==> src/qss_map.svh <==
// Offsets, bit positions, event numbers and widths of the status summary block.
// Assumes the including file needs plain macros only.
`ifndef QSS_MAP_SVH
`define QSS_MAP_SVH
// ---------------------------------------------------------------------------
// Register selectors
// ---------------------------------------------------------------------------
`define QSS_SEL_QUES 2'h0
`define QSS_SEL_OPER 2'h1
`define QSS_SEL_TEMP 2'h2
// ---------------------------------------------------------------------------
// Field positions
// ---------------------------------------------------------------------------
`define QSS_QB_POWER 3
`define QSS_QB_TEMP 4
`define QSS_QB_FREQ 5
`define QSS_QB_CAL 8
`define QSS_QB_INTEG 9
`define QSS_OB_SRC_SWEEP 9
`define QSS_OB_DC_COUPLED 10
`define QSS_TB_OVEN_COLD 0
// ---------------------------------------------------------------------------
// Event numbers
// ---------------------------------------------------------------------------
`define QSS_ERR_CLEAR_OFS 16'h03E8
`define QSS_ERR_QUES_BASE 16'h0259
`define QSS_ERR_STEP 16'h0002
`define QSS_ERR_DC_COUPLED 16'h02D1
`define QSS_ERR_OVEN_COLD 16'h0321
`define QSS_REG_W 15
`define QSS_RST_VAL 15'h0000
`endif

==> src/qss_pkg.sv <==
// Types shared by the status summary block.
// Assumes qss_map.svh is on the include path.
`include "qss_map.svh"
package qss_pkg;
  typedef logic [`QSS_REG_W-1:0] qss_word_t;
  typedef enum logic [1:0] {QSS_LIST_SEQ, QSS_RECEIVER, QSS_OTHER} qss_mode_t;
  typedef struct packed {
    logic valid;
    logic [15:0] number;
  } qss_event_t;
  typedef struct packed {
    logic read;
    logic event_q;
    logic [1:0] sel;
  } qss_query_t;
endpackage : qss_pkg

==> src/qss_status_top.sv <==
// Status summary block: questionable, operation and temperature registers.
// Assumes lower sub-register event words arrive synchronous to clk_i.
// How it works
// - Power, temperature, frequency summaries sit at questionable bits 3, 4, 5.
// - Calibration summary at bit 8, integrity summary at bit 9.
// - Condition read of a summary bit is OR of its sub-register events.
// - Event bits latch filtered rising or falling transitions of their own condition bits.
// - Summaries come from lower event bits, never lower condition bits.
// - Detection logs listed number; clearing logs listed number plus 1000.
// - Summary bits log nothing; reserved numbers are 601 plus two per bit.
// - Operation bits log nothing unless marked otherwise.
// - DC coupled is operation bit 10, logging 721 and 1721.
// - In list-sequencer mode bit 9 shows the sequencer running.
// - In receiver mode bit 9 shows scan results available.
// - Temperature bit 0 is oven cold, logging 801 and 1801, summary bit 4.
// - Power summarizes into bit 3, frequency into bit 5.
`timescale 1ns/1ps
`include "qss_map.svh"
module qss_status_top #(
  parameter int W = `QSS_REG_W
) (
  input wire logic clk_i,
  input wire logic rst_i,
  input wire logic [W-1:0] power_evt_i,
  input wire logic [W-1:0] freq_evt_i,
  input wire logic [W-1:0] cal_evt_i,
  input wire logic [W-1:0] integ_evt_i,
  input wire logic [W-1:0] oper_cond_i,
  input wire logic oven_cold_i,
  input wire logic dc_coupled_i,
  input wire logic seq_running_i,
  input wire logic scan_ready_i,
  input wire qss_pkg::qss_mode_t mode_i,
  input wire logic [W-1:0] ques_ptr_i,
  input wire logic [W-1:0] ques_ntr_i,
  input wire logic [W-1:0] oper_ptr_i,
  input wire logic [W-1:0] oper_ntr_i,
  input wire logic [W-1:0] temp_ptr_i,
  input wire logic [W-1:0] temp_ntr_i,
  input wire qss_pkg::qss_query_t query_i,
  output logic [W-1:0] rdata_o,
  output logic rvalid_o,
  output qss_pkg::qss_event_t event_o
);
  if (W <= `QSS_OB_DC_COUPLED || W > 16)
  begin : g_bad_w
    $error("qss_status_top: bad width");
  end
  // ---------------------------------------------------------------------------
  // Condition words
  // ---------------------------------------------------------------------------
  logic [W-1:0] temp_cond;
  logic [W-1:0] temp_evt;
  logic [W-1:0] oper_cond;
  logic [W-1:0] oper_evt;
  logic [W-1:0] ques_cond;
  logic [W-1:0] ques_evt;
  logic [W-1:0] temp_rise;
  logic [W-1:0] temp_fall;
  logic [W-1:0] oper_rise;
  logic [W-1:0] oper_fall;
  logic clr_ques;
  logic clr_oper;
  logic clr_temp;
  always_comb
  begin
    temp_cond = '0;
    temp_cond[`QSS_TB_OVEN_COLD] = oven_cold_i;
  end
  always_comb
  begin
    oper_cond = oper_cond_i;
    oper_cond[`QSS_OB_DC_COUPLED] = dc_coupled_i;
    case (mode_i)
      qss_pkg::QSS_LIST_SEQ: oper_cond[`QSS_OB_SRC_SWEEP] = seq_running_i;
      qss_pkg::QSS_RECEIVER: oper_cond[`QSS_OB_SRC_SWEEP] = scan_ready_i;
      default: oper_cond[`QSS_OB_SRC_SWEEP] = oper_cond_i[`QSS_OB_SRC_SWEEP];
    endcase
  end
  // Summaries read lower event words only, so a condition that has already
  // gone away still shows until its event is read and cleared.
  always_comb
  begin
    ques_cond = '0;
    ques_cond[`QSS_QB_POWER] = |power_evt_i;
    ques_cond[`QSS_QB_TEMP] = |temp_evt;
    ques_cond[`QSS_QB_FREQ] = |freq_evt_i;
    ques_cond[`QSS_QB_CAL] = |cal_evt_i;
    ques_cond[`QSS_QB_INTEG] = |integ_evt_i;
  end
  // ---------------------------------------------------------------------------
  // Event registers
  // ---------------------------------------------------------------------------
  function automatic logic ev_clr(input qss_pkg::qss_query_t q, input logic [1:0] s);
    ev_clr = q.read && q.event_q && q.sel == s;
  endfunction : ev_clr
  assign clr_ques = ev_clr(query_i, `QSS_SEL_QUES);
  assign clr_oper = ev_clr(query_i, `QSS_SEL_OPER);
  assign clr_temp = ev_clr(query_i, `QSS_SEL_TEMP);
  qss_event_reg #(
    .W(W)
  ) u_temp (
    .clk_i(clk_i),
    .rst_i(rst_i),
    .cond_i(temp_cond),
    .ptr_i(temp_ptr_i),
    .ntr_i(temp_ntr_i),
    .clr_i(clr_temp),
    .event_o(temp_evt),
    .rise_o(temp_rise),
    .fall_o(temp_fall)
  );
  qss_event_reg #(
    .W(W)
  ) u_oper (
    .clk_i(clk_i),
    .rst_i(rst_i),
    .cond_i(oper_cond),
    .ptr_i(oper_ptr_i),
    .ntr_i(oper_ntr_i),
    .clr_i(clr_oper),
    .event_o(oper_evt),
    .rise_o(oper_rise),
    .fall_o(oper_fall)
  );
  // The questionable register filters its own summary transitions, so its
  // transition filters act on summary bits rather than on the lower words.
  qss_event_reg #(
    .W(W)
  ) u_ques (
    .clk_i(clk_i),
    .rst_i(rst_i),
    .cond_i(ques_cond),
    .ptr_i(ques_ptr_i),
    .ntr_i(ques_ntr_i),
    .clr_i(clr_ques),
    .event_o(ques_evt),
    .rise_o(),
    .fall_o()
  );
  // ---------------------------------------------------------------------------
  // Read port and event log
  // ---------------------------------------------------------------------------
  typedef struct packed {
    logic [W-1:0] rdata;
    logic rvalid;
    qss_pkg::qss_event_t ev;
  } qss_top_st_t;
  qss_top_st_t s_q, s_d;
  always_comb
  begin
    s_d = s_q;
    s_d.rvalid = query_i.read;
    if (query_i.read)
    begin
      case (query_i.sel)
        `QSS_SEL_QUES: s_d.rdata = query_i.event_q ? ques_evt : ques_cond;
        `QSS_SEL_OPER: s_d.rdata = query_i.event_q ? oper_evt : oper_cond;
        `QSS_SEL_TEMP: s_d.rdata = query_i.event_q ? temp_evt : temp_cond;
        default: s_d.rdata = '0;
      endcase
    end
    // Only marked bits log; oven cold wins if both change in one cycle.
    s_d.ev = '0;
    if (oper_rise[`QSS_OB_DC_COUPLED])
      s_d.ev = '{1'b1, `QSS_ERR_DC_COUPLED};
    else if (oper_fall[`QSS_OB_DC_COUPLED])
      s_d.ev = '{1'b1, `QSS_ERR_DC_COUPLED + `QSS_ERR_CLEAR_OFS};
    if (temp_rise[`QSS_TB_OVEN_COLD])
      s_d.ev = '{1'b1, `QSS_ERR_OVEN_COLD};
    else if (temp_fall[`QSS_TB_OVEN_COLD])
      s_d.ev = '{1'b1, `QSS_ERR_OVEN_COLD + `QSS_ERR_CLEAR_OFS};
  end
  always_ff @(posedge clk_i or posedge rst_i)
  begin
    if (rst_i)
      s_q <= '0;
    else
      s_q <= s_d;
  end
  assign rdata_o = s_q.rdata;
  assign rvalid_o = s_q.rvalid;
  assign event_o = s_q.ev;
  // ---------------------------------------------------------------------------
  // Checks
  // ---------------------------------------------------------------------------
  // Summary placement. Each summary must follow the lower event word only.
  a_power_summary: assert property (@(posedge clk_i) disable iff (rst_i)
    ques_cond[`QSS_QB_POWER] == |power_evt_i)
    else $error("Power summary wrong");
  a_temp_summary: assert property (@(posedge clk_i) disable iff (rst_i)
    ques_cond[`QSS_QB_TEMP] == |temp_evt)
    else $error("Temperature summary wrong");
  a_freq_summary: assert property (@(posedge clk_i) disable iff (rst_i)
    ques_cond[`QSS_QB_FREQ] == |freq_evt_i)
    else $error("Frequency summary wrong");
  a_cal_summary: assert property (@(posedge clk_i) disable iff (rst_i)
    ques_cond[`QSS_QB_CAL] == |cal_evt_i
    && ques_cond[`QSS_QB_INTEG] == |integ_evt_i)
    else $error("Cal or integrity summary wrong");
  // A warm oven with a latched event must still raise the summary.
  a_summary_source: assert property (@(posedge clk_i) disable iff (rst_i)
    !temp_cond[`QSS_TB_OVEN_COLD] && temp_evt[`QSS_TB_OVEN_COLD]
    |-> ques_cond[`QSS_QB_TEMP])
    else $error("Summary lost with condition gone");
  // Read port. Data answer one cycle after the request and hold until the next one.
  a_read_valid: assert property (@(posedge clk_i) disable iff (rst_i)
    query_i.read
    |=> rvalid_o)
    else $error("Read not answered");
  a_rdata_hold: assert property (@(posedge clk_i) disable iff (rst_i)
    !query_i.read
    |=> !rvalid_o && $stable(rdata_o))
    else $error("Read data moved without a read");
  a_cond_read: assert property (@(posedge clk_i) disable iff (rst_i)
    query_i.read && !query_i.event_q && query_i.sel == `QSS_SEL_QUES
    |=> rdata_o == $past(ques_cond))
    else $error("Condition read wrong");
  a_evt_read: assert property (@(posedge clk_i) disable iff (rst_i)
    query_i.read && query_i.event_q && query_i.sel == `QSS_SEL_QUES
    |=> rdata_o == $past(ques_evt))
    else $error("Event read wrong");
  a_oper_read: assert property (@(posedge clk_i) disable iff (rst_i)
    query_i.read && !query_i.event_q && query_i.sel == `QSS_SEL_OPER
    |=> rdata_o == $past(oper_cond))
    else $error("Operation read wrong");
  a_temp_read: assert property (@(posedge clk_i) disable iff (rst_i)
    query_i.read && query_i.event_q && query_i.sel == `QSS_SEL_TEMP
    |=> rdata_o == $past(temp_evt))
    else $error("Temperature event read wrong");
  a_spare_read: assert property (@(posedge clk_i) disable iff (rst_i)
    query_i.read && query_i.sel == 2'h3
    |=> rdata_o == '0)
    else $error("Spare selector read not zero");
  // A condition read must leave the latched bits alone; an event read empties
  // them unless a new filtered transition arrives in the same cycle.
  a_cond_keeps: assert property (@(posedge clk_i) disable iff (rst_i)
    query_i.read && !query_i.event_q && ques_cond == $past(ques_cond)
    |=> ques_evt == $past(ques_evt))
    else $error("Condition read changed events");
  a_evt_clear: assert property (@(posedge clk_i) disable iff (rst_i)
    clr_ques && ques_cond == $past(ques_cond)
    |=> ques_evt == '0)
    else $error("Event read did not clear");
  // Event log. Oven events take the slot when both sources move in one cycle.
  a_dc_detect: assert property (@(posedge clk_i) disable iff (rst_i)
    oper_rise[`QSS_OB_DC_COUPLED] && !temp_rise[`QSS_TB_OVEN_COLD]
    && !temp_fall[`QSS_TB_OVEN_COLD]
    |=> event_o.valid && event_o.number == `QSS_ERR_DC_COUPLED)
    else $error("DC detect not logged");
  a_dc_clear: assert property (@(posedge clk_i) disable iff (rst_i)
    oper_fall[`QSS_OB_DC_COUPLED] && !temp_rise[`QSS_TB_OVEN_COLD]
    && !temp_fall[`QSS_TB_OVEN_COLD]
    |=> event_o.valid && event_o.number == `QSS_ERR_DC_COUPLED + `QSS_ERR_CLEAR_OFS)
    else $error("DC clear not logged");
  a_oven_detect: assert property (@(posedge clk_i) disable iff (rst_i)
    temp_rise[`QSS_TB_OVEN_COLD]
    |=> event_o.valid && event_o.number == `QSS_ERR_OVEN_COLD)
    else $error("Oven detect not logged");
  a_oven_clear: assert property (@(posedge clk_i) disable iff (rst_i)
    temp_fall[`QSS_TB_OVEN_COLD]
    |=> event_o.valid && event_o.number == `QSS_ERR_OVEN_COLD + `QSS_ERR_CLEAR_OFS)
    else $error("Oven clear not logged");
  a_oven_wins: assert property (@(posedge clk_i) disable iff (rst_i)
    temp_rise[`QSS_TB_OVEN_COLD] && oper_rise[`QSS_OB_DC_COUPLED]
    |=> event_o.number == `QSS_ERR_OVEN_COLD)
    else $error("Oven event lost to DC event");
  a_no_log: assert property (@(posedge clk_i) disable iff (rst_i)
    !oper_rise[`QSS_OB_DC_COUPLED] && !oper_fall[`QSS_OB_DC_COUPLED]
    && !temp_rise[`QSS_TB_OVEN_COLD] && !temp_fall[`QSS_TB_OVEN_COLD]
    |=> !event_o.valid)
    else $error("Unexpected log");
  a_reserved_quiet: assert property (@(posedge clk_i) disable iff (rst_i)
    event_o.valid
    |-> event_o.number < `QSS_ERR_QUES_BASE
    || event_o.number > `QSS_ERR_QUES_BASE + `QSS_ERR_STEP * 16'h000E)
    else $error("Summary bit logged an event");
  // Operation word. Bit 10 is replaced, bit 9 in list-sequencer and receiver modes; the rest pass straight through.
  a_dc_bit: assert property (@(posedge clk_i) disable iff (rst_i)
    oper_cond[`QSS_OB_DC_COUPLED] == dc_coupled_i)
    else $error("DC coupled bit wrong");
  a_seq_bit: assert property (@(posedge clk_i) disable iff (rst_i)
    mode_i == qss_pkg::QSS_LIST_SEQ
    |-> oper_cond[`QSS_OB_SRC_SWEEP] == seq_running_i)
    else $error("Sequencer bit wrong");
  a_scan_bit: assert property (@(posedge clk_i) disable iff (rst_i)
    mode_i == qss_pkg::QSS_RECEIVER
    |-> oper_cond[`QSS_OB_SRC_SWEEP] == scan_ready_i)
    else $error("Scan bit wrong");
  a_oper_pass: assert property (@(posedge clk_i) disable iff (rst_i)
    mode_i == qss_pkg::QSS_OTHER
    |-> oper_cond[`QSS_OB_SRC_SWEEP] == oper_cond_i[`QSS_OB_SRC_SWEEP])
    else $error("Sweep bit not passed through");
  // ---------------------------------------------------------------------------
  // Covers
  // ---------------------------------------------------------------------------
  c_dc_log: cover property (@(posedge clk_i) disable iff (rst_i)
    event_o.valid && event_o.number == `QSS_ERR_DC_COUPLED);
  c_oven_log: cover property (@(posedge clk_i) disable iff (rst_i)
    event_o.valid && event_o.number == `QSS_ERR_OVEN_COLD);
  c_oven_clear_log: cover property (@(posedge clk_i) disable iff (rst_i)
    event_o.valid && event_o.number == `QSS_ERR_OVEN_COLD + `QSS_ERR_CLEAR_OFS);
  c_event_read: cover property (@(posedge clk_i) disable iff (rst_i)
    clr_ques && |ques_evt);
  c_warm_summary: cover property (@(posedge clk_i) disable iff (rst_i)
    !temp_cond[`QSS_TB_OVEN_COLD] && ques_cond[`QSS_QB_TEMP]);
endmodule : qss_status_top

==> src/qss_event_reg.sv <==
// One status register: condition, transition filters and latched event bits.
// Assumes the condition word is synchronous to clk_i.
`timescale 1ns/1ps
module qss_event_reg #(
  parameter int W = 15
) (
  input wire logic clk_i,
  input wire logic rst_i,
  input wire logic [W-1:0] cond_i,
  input wire logic [W-1:0] ptr_i,
  input wire logic [W-1:0] ntr_i,
  input wire logic clr_i,
  output logic [W-1:0] event_o,
  output logic [W-1:0] rise_o,
  output logic [W-1:0] fall_o
);
  if (W < 1 || W > 16)
  begin : g_bad_w
    $error("qss_event_reg: bad width");
  end
  typedef struct packed {
    logic [W-1:0] prev;
    logic [W-1:0] evt;
  } qss_evreg_st_t;
  qss_evreg_st_t s_q, s_d;
  always_comb
  begin
    s_d = s_q;
    s_d.prev = cond_i;
    // A new transition in the clear cycle survives the clear.
    s_d.evt = (clr_i ? '0 : s_q.evt) | (ptr_i & rise_o) | (ntr_i & fall_o);
  end
  always_ff @(posedge clk_i or posedge rst_i)
  begin
    if (rst_i)
      s_q <= '0;
    else
      s_q <= s_d;
  end
  assign rise_o = cond_i & ~s_q.prev;
  assign fall_o = ~cond_i & s_q.prev;
  assign event_o = s_q.evt;
  a_evt_sticky: assert property (@(posedge clk_i) disable iff (rst_i)
    (|(ptr_i & rise_o)) |=> |event_o) else $error("Rising event not latched");
endmodule : qss_event_reg

==> config.mk <==
export PLATFORM = sky130hd
export DESIGN_NAME = qss_status_top
export DESIGN_NICKNAME = d
export VERILOG_FILES = /design/src/qss_pkg.sv /design/src/qss_status_top.sv /design/src/qss_event_reg.sv
export VERILOG_INCLUDE_DIRS = /design/src /design/src/src
export SDC_FILE = /design/constraint.sdc
export NUM_CORES = 1
export LEC_CHECK = 0
export ABC_CLOCK_PERIOD_IN_PS = 3960
export BUFFER_PORTS_ARGS = -buffer_cell sky130_fd_sc_hd__buf_2
export CORE_MARGIN = 10
export CORE_UTILIZATION = 45
export CTS_CLUSTER_SIZE = 25
export DETAILED_ROUTE_END_ITERATION = 16
export GPL_TIMING_DRIVEN = 0
export PLACE_DENSITY = 0.94
export SYNTH_ARGS = -nofsm -noshare
export SYNTH_HDL_FRONTEND = slang
export SYNTH_SLANG_ARGS = --single-unit
==> constraint.sdc <==
create_clock -name clk_i -period 3.96 [get_ports clk_i]
set_clock_uncertainty 0.05 [all_clocks]
set_input_delay 0.396 -clock clk_i [delete_from_list [all_inputs] [get_ports clk_i]]
set_output_delay 0.396 -clock clk_i [all_outputs]
set_load 0.02 [all_outputs]
* Yosys cells after proc, flatten, opt, wreduce, memory -nomap -nowiden
Cells that the tools add are included.
Word-level totals: register bits after elaboration 99, input port bits 177, output and inout port bits 33, logic and storage cells 60
Cells by class: eq/ne operators 3, mux-type cells 12, bitwise logic cells 24, reduce and logical (&&, ||, !) cells 11
Operators by type and width (count):
- 15-bit bitwise AND | 8
- 15-bit two-way mux | 6
- 15-bit OR | 6
- 15-bit OR reduction | 5
- 17-bit two-way mux | 4
- 15-bit one-hot mux with 3 select lines | 1
- 1-bit inverter with 15-bit output | 2
- 10-bit inverter with 15-bit output | 2
- 15-bit inverter | 2
- 1-bit by 15-bit bitwise AND with 15-bit output | 1
- 10-bit by 15-bit bitwise AND with 15-bit output | 1
- 15-bit by 1-bit bitwise AND with 15-bit output | 1
- 15-bit by 10-bit bitwise AND with 15-bit output | 1
- 2-bit by 1-bit equality test with 1-bit output, second input constant | 2
- 1-bit logical AND | 4
- 2-bit zero test | 2
- 2-bit equality test, second input constant | 1
- 1-bit one-hot mux with 2 select lines | 1

* Longest topological paths before layout
Gate-level depths: netlist (run 1).
depth in word-level cells 8, mapped depth 5

* By module
A second synthesis (run 1) with hierarchy kept.
Second synthesis, totals: cells, all modules 506, area, all modules 5536.6 um2
Modules (own cells, without submodules):
- qss_event_reg | times used 3, cells each 107, area an instance 1310.0 um2
- qss_status_top | times used 1, cells each 185, area an instance 1606.5 um2

* Worst setup path before layout (run 1)
OpenSTA, ideal clock, no wires.
path type input to register, from input query_i[2] (netlist name), to register s_q (netlist bit rdata_o[4]), library setup time 0.128 ns, arrival 1.131 ns, data required time 3.782 ns, slack 2.651 ns, stages 4, path buffers 1, cell sequence buf_6 -> mux4_2 -> nand3b_1 -> o21ai_0
On the way: word-level cells in the longest chain between the ends 2
RTL lines:
- from (decl) | line qss_status_top.sv:40 | input wire qss_pkg::qss_query_t query_i,
- 15-bit two-way mux, on equally long branches | line qss_status_top.sv:159, qss_status_top.sv:157, qss_status_top.sv:158
- 15-bit one-hot mux with 3 select lines * | line qss_status_top.sv:156 | case (query_i.sel)
- to (signal assigned) | line qss_status_top.sv:177 | s_q <= '0;
- to (signal assigned) | line qss_status_top.sv:179 | s_q <= s_d;
- to (decl) | line qss_status_top.sv:149 | qss_top_st_t s_q, s_d;
Mark *: on every way between the ends. The rest lies on a longest branch, timed or not. A chain may end at the register's enable or synchronous reset.

==> run summary, run 1 <==
Status: completed
Area Growth Syn to Fin: 35.8%
Synth Instances: 274
TNS Setup: 0 ps
Pwr Density: 378 nW/um^2
Top FF cell, synth: dfrtp_1
Tcrit/Tclk final: 36.4%
Core box area: 6420 sq um
Pin count of the biggest net entering global routing: 44
Clk pin slew, worst setup/hold paths: 80 ps
Number of port buffers: 151
Initial Util: 47.0%
Register area share after synthesis: 53.0%
Initial DRC count: 77
Die Y: 102 microns
Footprint of the multi-input gates: 1220 sq um
Row cnt: 29
Synth area leaders: dfrtp_1 53%, nand2_1 5.2%, nand3b_1 5.2%
First-pass GRT wire length: 13800 microns
Final hold vios: 0
Startpoint types: flip-flop
Vias in the first global route: 2857
Fillers: 544
Final layout net count: 625
CTS Buf Count: 9
Slew Limit Fails: 0
Total power: 0.00155 W
DR DRC count: 0
Syn avg cell area: 11.0 sq um
Grt total ovfl: 0
Critical Path RT: 3510 ps
Minimum clock period: 1440 ps
Gpl congestion: 0.721
Share of cells above drive strength 1: 44.9%
CTS Hold Buffers Added: 0
Worst VDD drop: 231 uV
Number of antenna diodes: 0
Postcts setup bufs: 0
Die area: 10400 sq um
Initial antenna violation count: 0
Drt wl/cell: 16.8 microns
Post-DRT Antenna Nets: 0
RSZ-0062 raised after global routing: false
Yosys reg bits: 64
Largest area contributor in the netlist: dfrtp_1
Via density per instance: 5.02
Mapped Area: 3020 sq um
CTS tree: built
Fmax: 693 MHz
Cts repair resizes: 0
Setup Viol. Count Final: 0
Boundary Pins: 210
Worst-Skew Late Latency: 330 ps
Yosys top cell area share: 53.0%
Leading cell type in the layout, fill and taps excluded: buf_2
Synthesis Warnings: 0
Gr usage total: 16.7%
Max-cap violations: 0
Worst Path Arrival: 1000 ps
Crit path max fanout: 3
Most frequent cells in the layout: 155 x buf_2, 64 x dfrtp_1, 42 x nand2_1, 21 x inv_1, 21 x nand3b_1
Clock sinks: 64
Pleak: 2.10 nW
H-tree levels: 3
Register area: 1600 sq um
Unique masters post-synth: 36
Hold Crit Class: in2async
Total wire length: 8820 microns
Root Driver: clkbuf_8
Die Wd: 102 microns
Vias: 2635
Ys async rst share: 100%
TritonRoute pass-1 iters: 5
Number of flops mapped to enable cells by yosys: 0
CTS max path bufs: 2
Dpl hpwl: 7110 microns
Crit path capture type: output port
Worst Setup Path Type: reg2out
-- cells by family after synthesis --
| logic type | count (synthesis) | share of synthesized area, % |
|---|---|---|
| compound gates | 41 | 10.5 |
| flops | 64 | 53.0 |
| simple gates | 106 | 21.1 |
| fa+ha+maj | 5 | 2.07 |
| buf+inv | 41 | 7.38 |
| other cells | 1 | 0.124 |
| mux | 16 | 5.72 |
-- per-stage QoR --
stage / hold WS (ps) / setup WS (ps) / instances / cell area, sq um / util, %
after global placement: 412 / 1170 / 508 / 3890 / 60.6
after global routing: 33.9 / 2460 / 525 / 4100 / 63.9
after CTS: 39.6 / 2490 / 525 / 4100 / 63.9
final: 29.0 / 2520 / 525 / 4100 / 63.9
after detailed placement: 403 / 2310 / 509 / 3910 / 60.9
after floorplan: 377 / 1920 / 280 / 3040 / -
-- Yosys cell counts, types with 4 or more instances --
master    count
mux2i_1      15
o22ai_1       9
nor3_1        5
o211ai_1     20
nor2_1        6
buf_4        13
nand3b_1     21
buf_2         4
nor4_2        6
nand2_1      42
nor4_1        6
dfrtp_1      64
inv_1        22
ha_1          5
nand2b_1      5
-- report_power, final --
| part | internal (W) | switching [W] | total [W] |
|---|---|---|---|
| Sequential | 0.000707 | 0.0000280 | 0.000735 |
| Clock | 0.000287 | 0.000245 | 0.000533 |
| Combinational | 0.000130 | 0.000153 | 0.000282 |
| Total | 0.00112 | 0.000426 | 0.00155 |
-- flip-flops by register name (all words and copies together) (netlist names) --
signal,flops
rdata_o,15
u_oper.event_o,15
u_oper.s_q,15
event_o,6
u_ques.event_o,5
u_ques.s_q,5
rvalid_o,1
u_temp.event_o,1
u_temp.s_q,1
-- critical path, cell delays in order, from the launching register on --
cell	delay (ps)
dfrtp_1	390
buf_4	130
buf_2	150
-- path summary, 6_finish.rpt --
kind                            slack, ps  depth (start not counted)            from                 to
worst max-delay path                 2520                          2      event_o[9]        event_o[16]
worst min-delay path                   30                          2           rst_i         event_o[5]
worst max register to register       2690                          4  u_temp.s_q[15]  u_temp.event_o[0]
worst min register to register        430                          1  u_oper.s_q[23]  u_oper.event_o[8]
max in group asynchronous            3220                          3           rst_i     u_oper.s_q[26]
min in group clk_i                    160                          1  oper_cond_i[1]     u_oper.s_q[16]
-- layer usage --
metal	GRT usage (%)	vias to the layer above	part of all wire [%]
li1	-	1304	-
met1	18.2	1236	37
met5	0	-	0
met2	29.9	85	53
met3	6.61	10	8.5
met4	4.01	0	1.0
-- layout make-up --
type                       instances  share of cell area, %
inverter                          22                   2.01
buffer                            19                   3.42
clock inverter                     6                   1.46
sequential                        64                   39.0
multi-input combinational        175                   29.7
clock buffer                      10                   3.11
tap                               77                   2.35
timing repair buffer             152                   18.9
Note: power is estimated with default switching activity, not from simulation.
==> run 2: changes to the inputs <==
--- a/config.mk
+++ b/config.mk
@@ -6,14 +6,15 @@
 export SDC_FILE = /design/constraint.sdc
 export NUM_CORES = 1
 export LEC_CHECK = 0
-export ABC_CLOCK_PERIOD_IN_PS = 3960
+export ABC_AREA = 1
+export ABC_CLOCK_PERIOD_IN_PS = 1400
 export BUFFER_PORTS_ARGS = -buffer_cell sky130_fd_sc_hd__buf_2
 export CORE_MARGIN = 10
-export CORE_UTILIZATION = 45
+export CORE_UTILIZATION = 42
 export CTS_CLUSTER_SIZE = 25
 export DETAILED_ROUTE_END_ITERATION = 16
 export GPL_TIMING_DRIVEN = 0
-export PLACE_DENSITY = 0.94
+export PLACE_DENSITY = 0.89
 export SYNTH_ARGS = -nofsm -noshare
 export SYNTH_HDL_FRONTEND = slang
 export SYNTH_SLANG_ARGS = --single-unit
==> constraint.sdc (replaced) <==
create_clock -name clk_i -period 1.4 [get_ports clk_i]
set_clock_uncertainty 0.05 [all_clocks]
set_input_delay 0.14 -clock clk_i [delete_from_list [all_inputs] [get_ports clk_i]]
set_output_delay 0.14 -clock clk_i [all_outputs]
set_load 0.02 [all_outputs]
==> run summary, run 2 <==
Status: completed
Drt wl/cell: 14.7 microns (-13%)
First-pass GRT wire length: 15800 microns (+15%)
Worst Path Arrival: 1480 ps (+480 ps)
Via density per instance: 4.72 (-5.9%)
Finished Core Util: 62.7% (-1.2 points)
CTS max path bufs: 2 (unchanged)
Crit path max fanout: 10 (+7)
Grt total ovfl: 0 (unchanged)
CP max-delay cell: dlygate4sd3_1
Die Y: 105 microns (+3.3%)
Number of antenna diodes: 0 (unchanged)
Most common cell in the netlist: nand2_1
Share of cells above drive strength 1: 33.8% (-11 points)
Tcrit/Tclk final: 94.5%
Fmax: 756 MHz
Yosys reg bits: 64 (unchanged)
Area Growth Syn to Fin: 47.4%
CP bufs+invs: 5 (+3)
Clk pin slew, worst setup/hold paths: 70 ps (about the same)
TNS Setup: 0 ps (unchanged)
Crit path capture type: flip-flop
Core box area: 7180 sq um (+12%)
Final instance area: 4500 sq um (+9.7%)
Clock sinks: 64 (unchanged)
Worst slack, placed: 34.1 ps (-2280 ps)
Hold Crit Class: in2reg
Gpl congestion: 0.828 (+15%)
DR DRC count: 0 (unchanged)
Yosys top cell area share: 52.5% (-0.57 points)
Synthesis Warnings: 0 (unchanged)
Boundary Pins: 210 (unchanged)
Startpoint types: input port
CTS tree: built
Setup Viol. Count Final: 0 (unchanged)
Max-cap violations: 0 (unchanged)
Pin count of the biggest net entering global routing: 65 (+48%)
Delay-heaviest family, CP: buffers and inverters
Dpl hpwl: 7450 microns (+4.9%)
Placed Cells incl. Taps: 631 (+24%)
Number of port buffers: 153 (+1.3%)
Gr usage total: 17.4% (+0.68 points)
Leading cell type in the layout, fill and taps excluded: buf_2
Die Wd: 105 microns (+3.3%)
Unique masters post-synth: 21 (-42%)
Top FF cell, synth: dfrtp_1
Worst stage delay on the critical path: 530 ps (+140 ps)
Initial Util: 42.5% (-4.5 points)
Final layout net count: 754 (+21%)
Number of flops mapped to enable cells by yosys: 0 (unchanged)
Ys async rst share: 100% (unchanged)
Initial DRC count: 93 (+21%)
Worst-Skew Late Latency: 330 ps (about the same)
Worst VDD drop: 659 uV (+190%)
Pwr Density: 1030 nW/um^2 (+170%)
Total wire length: 9910 microns (+12%)
Postcts setup bufs: 0 (unchanged)
Final Instance Count excl. Fillers: 676 (+29%)
Largest area contributor in the netlist: dfrtp_1
Initial antenna violation count: 0 (unchanged)
CTS Buf Count: 9 (unchanged)
Synth Instances: 373 (+36%)
Mapped Area: 3050 sq um (+1.1%)
TritonRoute pass-1 iters: 5 (unchanged)
Area after DPL: 3970 sq um (+1.4%)
Pleak: 2.42 nW (+15%)
Final hold vios: 0 (unchanged)
Root Driver: clkbuf_8
Die area: 11100 sq um (+6.6%)
Synth cell count leaders: 97 x nand2_1, 64 x dfrtp_1, 64 x nor2_1, 35 x nand3_1, 30 x inv_1
CP Cell Sequence: dlygate4sd3_1 -> buf_2 -> buf_6 -> nand2_1 -> inv_2 -> nand2_4 -> buf_6 -> nand2_1 -> nand3_1
Register area share after synthesis: 52.5% (-0.57 points)
Slew Limit Fails: 0 (unchanged)
Synth area leaders: dfrtp_1 52%, nand2_1 12%, nor2_1 7.9%
H-tree levels: 3 (unchanged)
Critical Path RT: 1560 ps (-1950 ps)
RSZ-0062 raised after global routing: false
Minimum clock period: 1320 ps
Worst Setup Path Type: in2reg
Final WS setup: 76.7 ps (-2440 ps)
Vias in the first global route: 3408 (+19%)
Syn avg cell area: 8.18 sq um (-26%)
Most frequent cells in the layout: 155 x buf_2, 97 x nand2_1, 64 x nor2_1, 64 x dfrtp_1, 34 x nand3_1
Post-DRT Antenna Nets: 0 (unchanged)
Row cnt: 31 (+6.9%)
Vias: 3192 (+21%)
run 2: logic make-up (layout without fill, tap and decap cells):
group                    Yosys count  in the layout  synth area share (%)
AND/OR/NAND/NOR                  207            207                  27.9
flip-flops                        64             64                  52.5
buffers and inverters             52            250                  8.57
AO/OA/AOI/OAI                     39             39                  7.22
adder cells (fa/ha/maj)            5              5                  2.05
multiplexers                       5              5                  1.64
other                              1              7                 0.123
run 2: report_power, final:
group          internal [W]  switching [W]  total [W]
Combinational      0.000391       0.000464   0.000855
Sequential          0.00200      0.0000771    0.00208
Clock               0.00102       0.000686    0.00170
run 2: worst min-delay path: cells and delay by family:
kind          cells  cell delay (ps)
simple gates      2              140
buf+inv           1               70
run 2: area by class of cell:
type,count,area (sq um)
flip-flops and latches,64,1600
clock inverters,2,35.0
fillers,611,2680
well taps,99,124
multi-input cells,263,1220
clock buffers,14,183
plain buffers,17,134
repair buffers,182,1070
inverters,35,135
run 2: repair_timing:
item,CTS,global route
endpoints found under the hold margin,25,20
resized for setup,0,3
hold buffers,27,1
setup endpoints to repair,0,13
run 2: metrics by stage:
stage,hold slack (ps),total power (W)
after floorplan,121,0.00253
after detailed placement,216,0.00289
after global placement,216,0.00285
final,13.6,0.00463
after CTS,0.262,0.00466
after global routing,10.1,0.00487
run 2: worst paths after layout:
path	from	end	slack, ps	cells past startpoint
min reg2reg	u_temp.event_o[0]	u_ques.s_q[19]	380	0
min in group asynchronous	rst_i	u_oper.event_o[2]	320	3
max in group asynchronous	rst_i	rvalid_o	400	4
max reg2reg	u_oper.s_q[25]	event_o[7]	330	2
max	query_i[3]	u_oper.event_o[7]	80	9
min	oper_ptr_i[3]	u_oper.event_o[3]	10	3
run 2: per-layer routing:
| layer | GRT usage, % | vias up | part of all wire [%] |
|---|---|---|---|
| met5 | 0 | - | 0 |
| met4 | 7.84 | 0 | 2.0 |
| met3 | 6.88 | 19 | 8.9 |
| met2 | 32.1 | 112 | 52 |
| met1 | 16.6 | 1482 | 37 |
| li1 | - | 1579 | - |
==> run 3: changes to the inputs <==
--- a/config.mk
+++ b/config.mk
@@ -10,11 +10,12 @@
 export ABC_CLOCK_PERIOD_IN_PS = 1400
 export BUFFER_PORTS_ARGS = -buffer_cell sky130_fd_sc_hd__buf_2
 export CORE_MARGIN = 10
-export CORE_UTILIZATION = 42
+export CORE_UTILIZATION = 43
+export CTS_BUF_LIST = sky130_fd_sc_hd__clkbuf_2
 export CTS_CLUSTER_SIZE = 25
 export DETAILED_ROUTE_END_ITERATION = 16
 export GPL_TIMING_DRIVEN = 0
-export PLACE_DENSITY = 0.89
+export PLACE_DENSITY = 0.91
 export SYNTH_ARGS = -nofsm -noshare
 export SYNTH_HDL_FRONTEND = slang
 export SYNTH_SLANG_ARGS = --single-unit
==> run summary, run 3 (synthesis results as in run 2) <==
Dpl hpwl: 7590 microns (+1.8%)
Minimum clock period: 1370 ps (+46.1 ps)
Worst VDD drop: 850 uV (+29%)
Leading cell type in the layout, fill and taps excluded: buf_2
Area Growth Syn to Fin: 77.4%
Clock share of power: 28.3% (-8.4 points)
Root Driver: clkbuf_2
Clock sinks: 64 (unchanged)
Failing checks: hold timing
Pleak: 2.80 nW (+16%)
CTS Buf Count: 9 (unchanged)
Pin count of the biggest net entering global routing: 65 (unchanged)
Number of port buffers: 153 (unchanged)
Final hold vios: 1 (+1)
Tcrit/Tclk final: 97.8% (+3.3 points)
Initial Util: 44.7% (+2.1 points)
Worst hold endpoint: rdata_o[0]
Worst-Skew Late Latency: 490 ps (+160 ps)
FF-to-FF Start: u_oper.s_q[25]
Final WS setup: 30.5 ps (-46.1 ps)
Gpl congestion: 0.761 (-8.1%)
Cell depth of the worst hold path: 5 (+2)
Row cnt: 30 (-3.2%)
Via density per instance: 5.17 (+9.5%)
Gr usage total: 26.6% (+9.2 points)
Pwr Density: 830 nW/um^2 (-19%)
Status: finished, violations left
Share of cells above drive strength 1: 31.4% (-2.4 points)
Startpoint types: input port
Post-DRT Antenna Nets: 0 (unchanged)
Worst slack, placed: 16.7 ps (-17.4 ps)
Final layout net count: 846 (+12%)
Initial antenna violation count: 7 (+7)
Grt total ovfl: 0 (unchanged)
Fmax: 730 MHz (-3.4%)
Max-cap violations: 0 (unchanged)
Slew Limit Fails: 0 (unchanged)
Core box area: 6830 sq um (-4.8%)
R2R setup slack: 300 ps (-30 ps)
H-tree levels: 3 (unchanged)
Setup Viol. Count Final: 0 (unchanged)
Die Y: 104 microns (-0.95%)
Worst Path Arrival: 1680 ps (+200 ps)
CTS max path bufs: 2 (unchanged)
Die Wd: 104 microns (-0.95%)
Internal: 0.00317 W (-6.9%)
Switching power: 0.00132 W (+7.9%)
Vias: 3997 (+25%)
DR DRC count: 0 (unchanged)
Worst r2r path cells: 2 (unchanged)
Critical R2R Capture: event_o[7]
Worst Setup Path Type: in2reg
Boundary Pins: 210 (unchanged)
Area after DPL: 3960 sq um (about the same)
Reg power frac: 46.4% (+1.6 points)
Crit path capture type: flip-flop
Clk pin slew, worst setup/hold paths: 180 ps (+110 ps)
RSZ-0062 raised after global routing: true
Sw Share: 29.5% (+3.0 points)
Final instance area: 5410 sq um (+20%)
Hold Crit Class: in2reg
Crit path max fanout: 10 (unchanged)
Initial DRC count: 274 (+190%)
Critical Path RT: 1710 ps (+150 ps)
Worst Hold Slack: -2.11 ps (-15.7 ps)
Die area: 10900 sq um (-1.9%)
Drt wl/cell: 19.7 microns (+34%)
TritonRoute pass-1 iters: 5 (unchanged)
Total wire length: 15200 microns (+54%)
Vias in the first global route: 4275 (+25%)
First-pass GRT wire length: 22800 microns (+45%)
Most frequent cells in the layout: 151 x buf_2, 113 x dlygate4sd3_1, 95 x nand2_1, 64 x dfrtp_1, 54 x nor2_1
Comb pwr share: 25.3% (+6.8 points)
HP Start: query_i[1]
CTS tree: built
## run 3: worst max-delay path: stages
cell and delay [ps]:
dlygate4sd3_1 520, buf_2 120, buf_4 180, nand2_1 80
inv_2 90, nand3_1 230, nand2_1 130, nand3_1 170
## run 3: cell type report
class	instances	area, sq um
repair buffers	276	2020
multi-input cells	263	1260
plain buffers	15	123
flip-flops and latches	64	1600
fillers	428	1420
clock inverters	4	68.8
diodes	8	20.0
clock buffers	12	60.1
well taps	96	120
inverters	35	135
## run 3: how the worst max path moves through the flow
stage                         startpoint  cells after the start           endpoint  slack [ps]
after floorplan           u_oper.s_q[25]                      2         event_o[7]         450
after global placement             rst_i                      2         event_o[9]          70
after detailed placement           rst_i                      2         event_o[9]          20
after CTS                  freq_evt_i[5]                      7     u_ques.s_q[20]           3
after global routing          event_o[9]                      2        event_o[16]         -20
final                         query_i[3]                      8  u_ques.event_o[9]          30
## run 3: metal layers
layer / GRT usage, % / vias up / share of wire [%]
met5: 0 / - / 0
met4: 19.9 / 0 / 8.0
met3: 7.93 / 102 / 8.5
met2: 47.2 / 308 / 50
met1: 25.3 / 1819 / 33
li1: - / 1768 / -
## run 3: timing repair
item / CTS / global route
resized for setup: 0 / 29
buffers inserted: 0 / 6
hold endpoints to repair: 111 / 1
hold buffers: 117 / 4
endpoints found under the setup margin: 0 / 10
## run 3: power by group through the flow
stage | sequential, W | clock, W | combinational [W]
global placement | 0.00210 | 0 | 0.000758
floorplan | 0.00217 | 0 | 0.000361
detailed placement | 0.00211 | 0 | 0.000789
finish | 0.00208 | 0.00127 | 0.00114
CTS | 0.00207 | 0.00129 | 0.00104
global route | 0.00210 | 0.00138 | 0.00122
## run 3: metrics by stage
step,power (W),utilization [%],std cells,TNS [ps]
after global placement,0.00286,58.0,628,0
after global routing,0.00471,79.2,772,-28.5
after detailed placement,0.00290,58.0,628,0
after CTS,0.00440,77.1,761,0
final,0.00449,79.2,773,0
after floorplan,0.00253,-,379,0
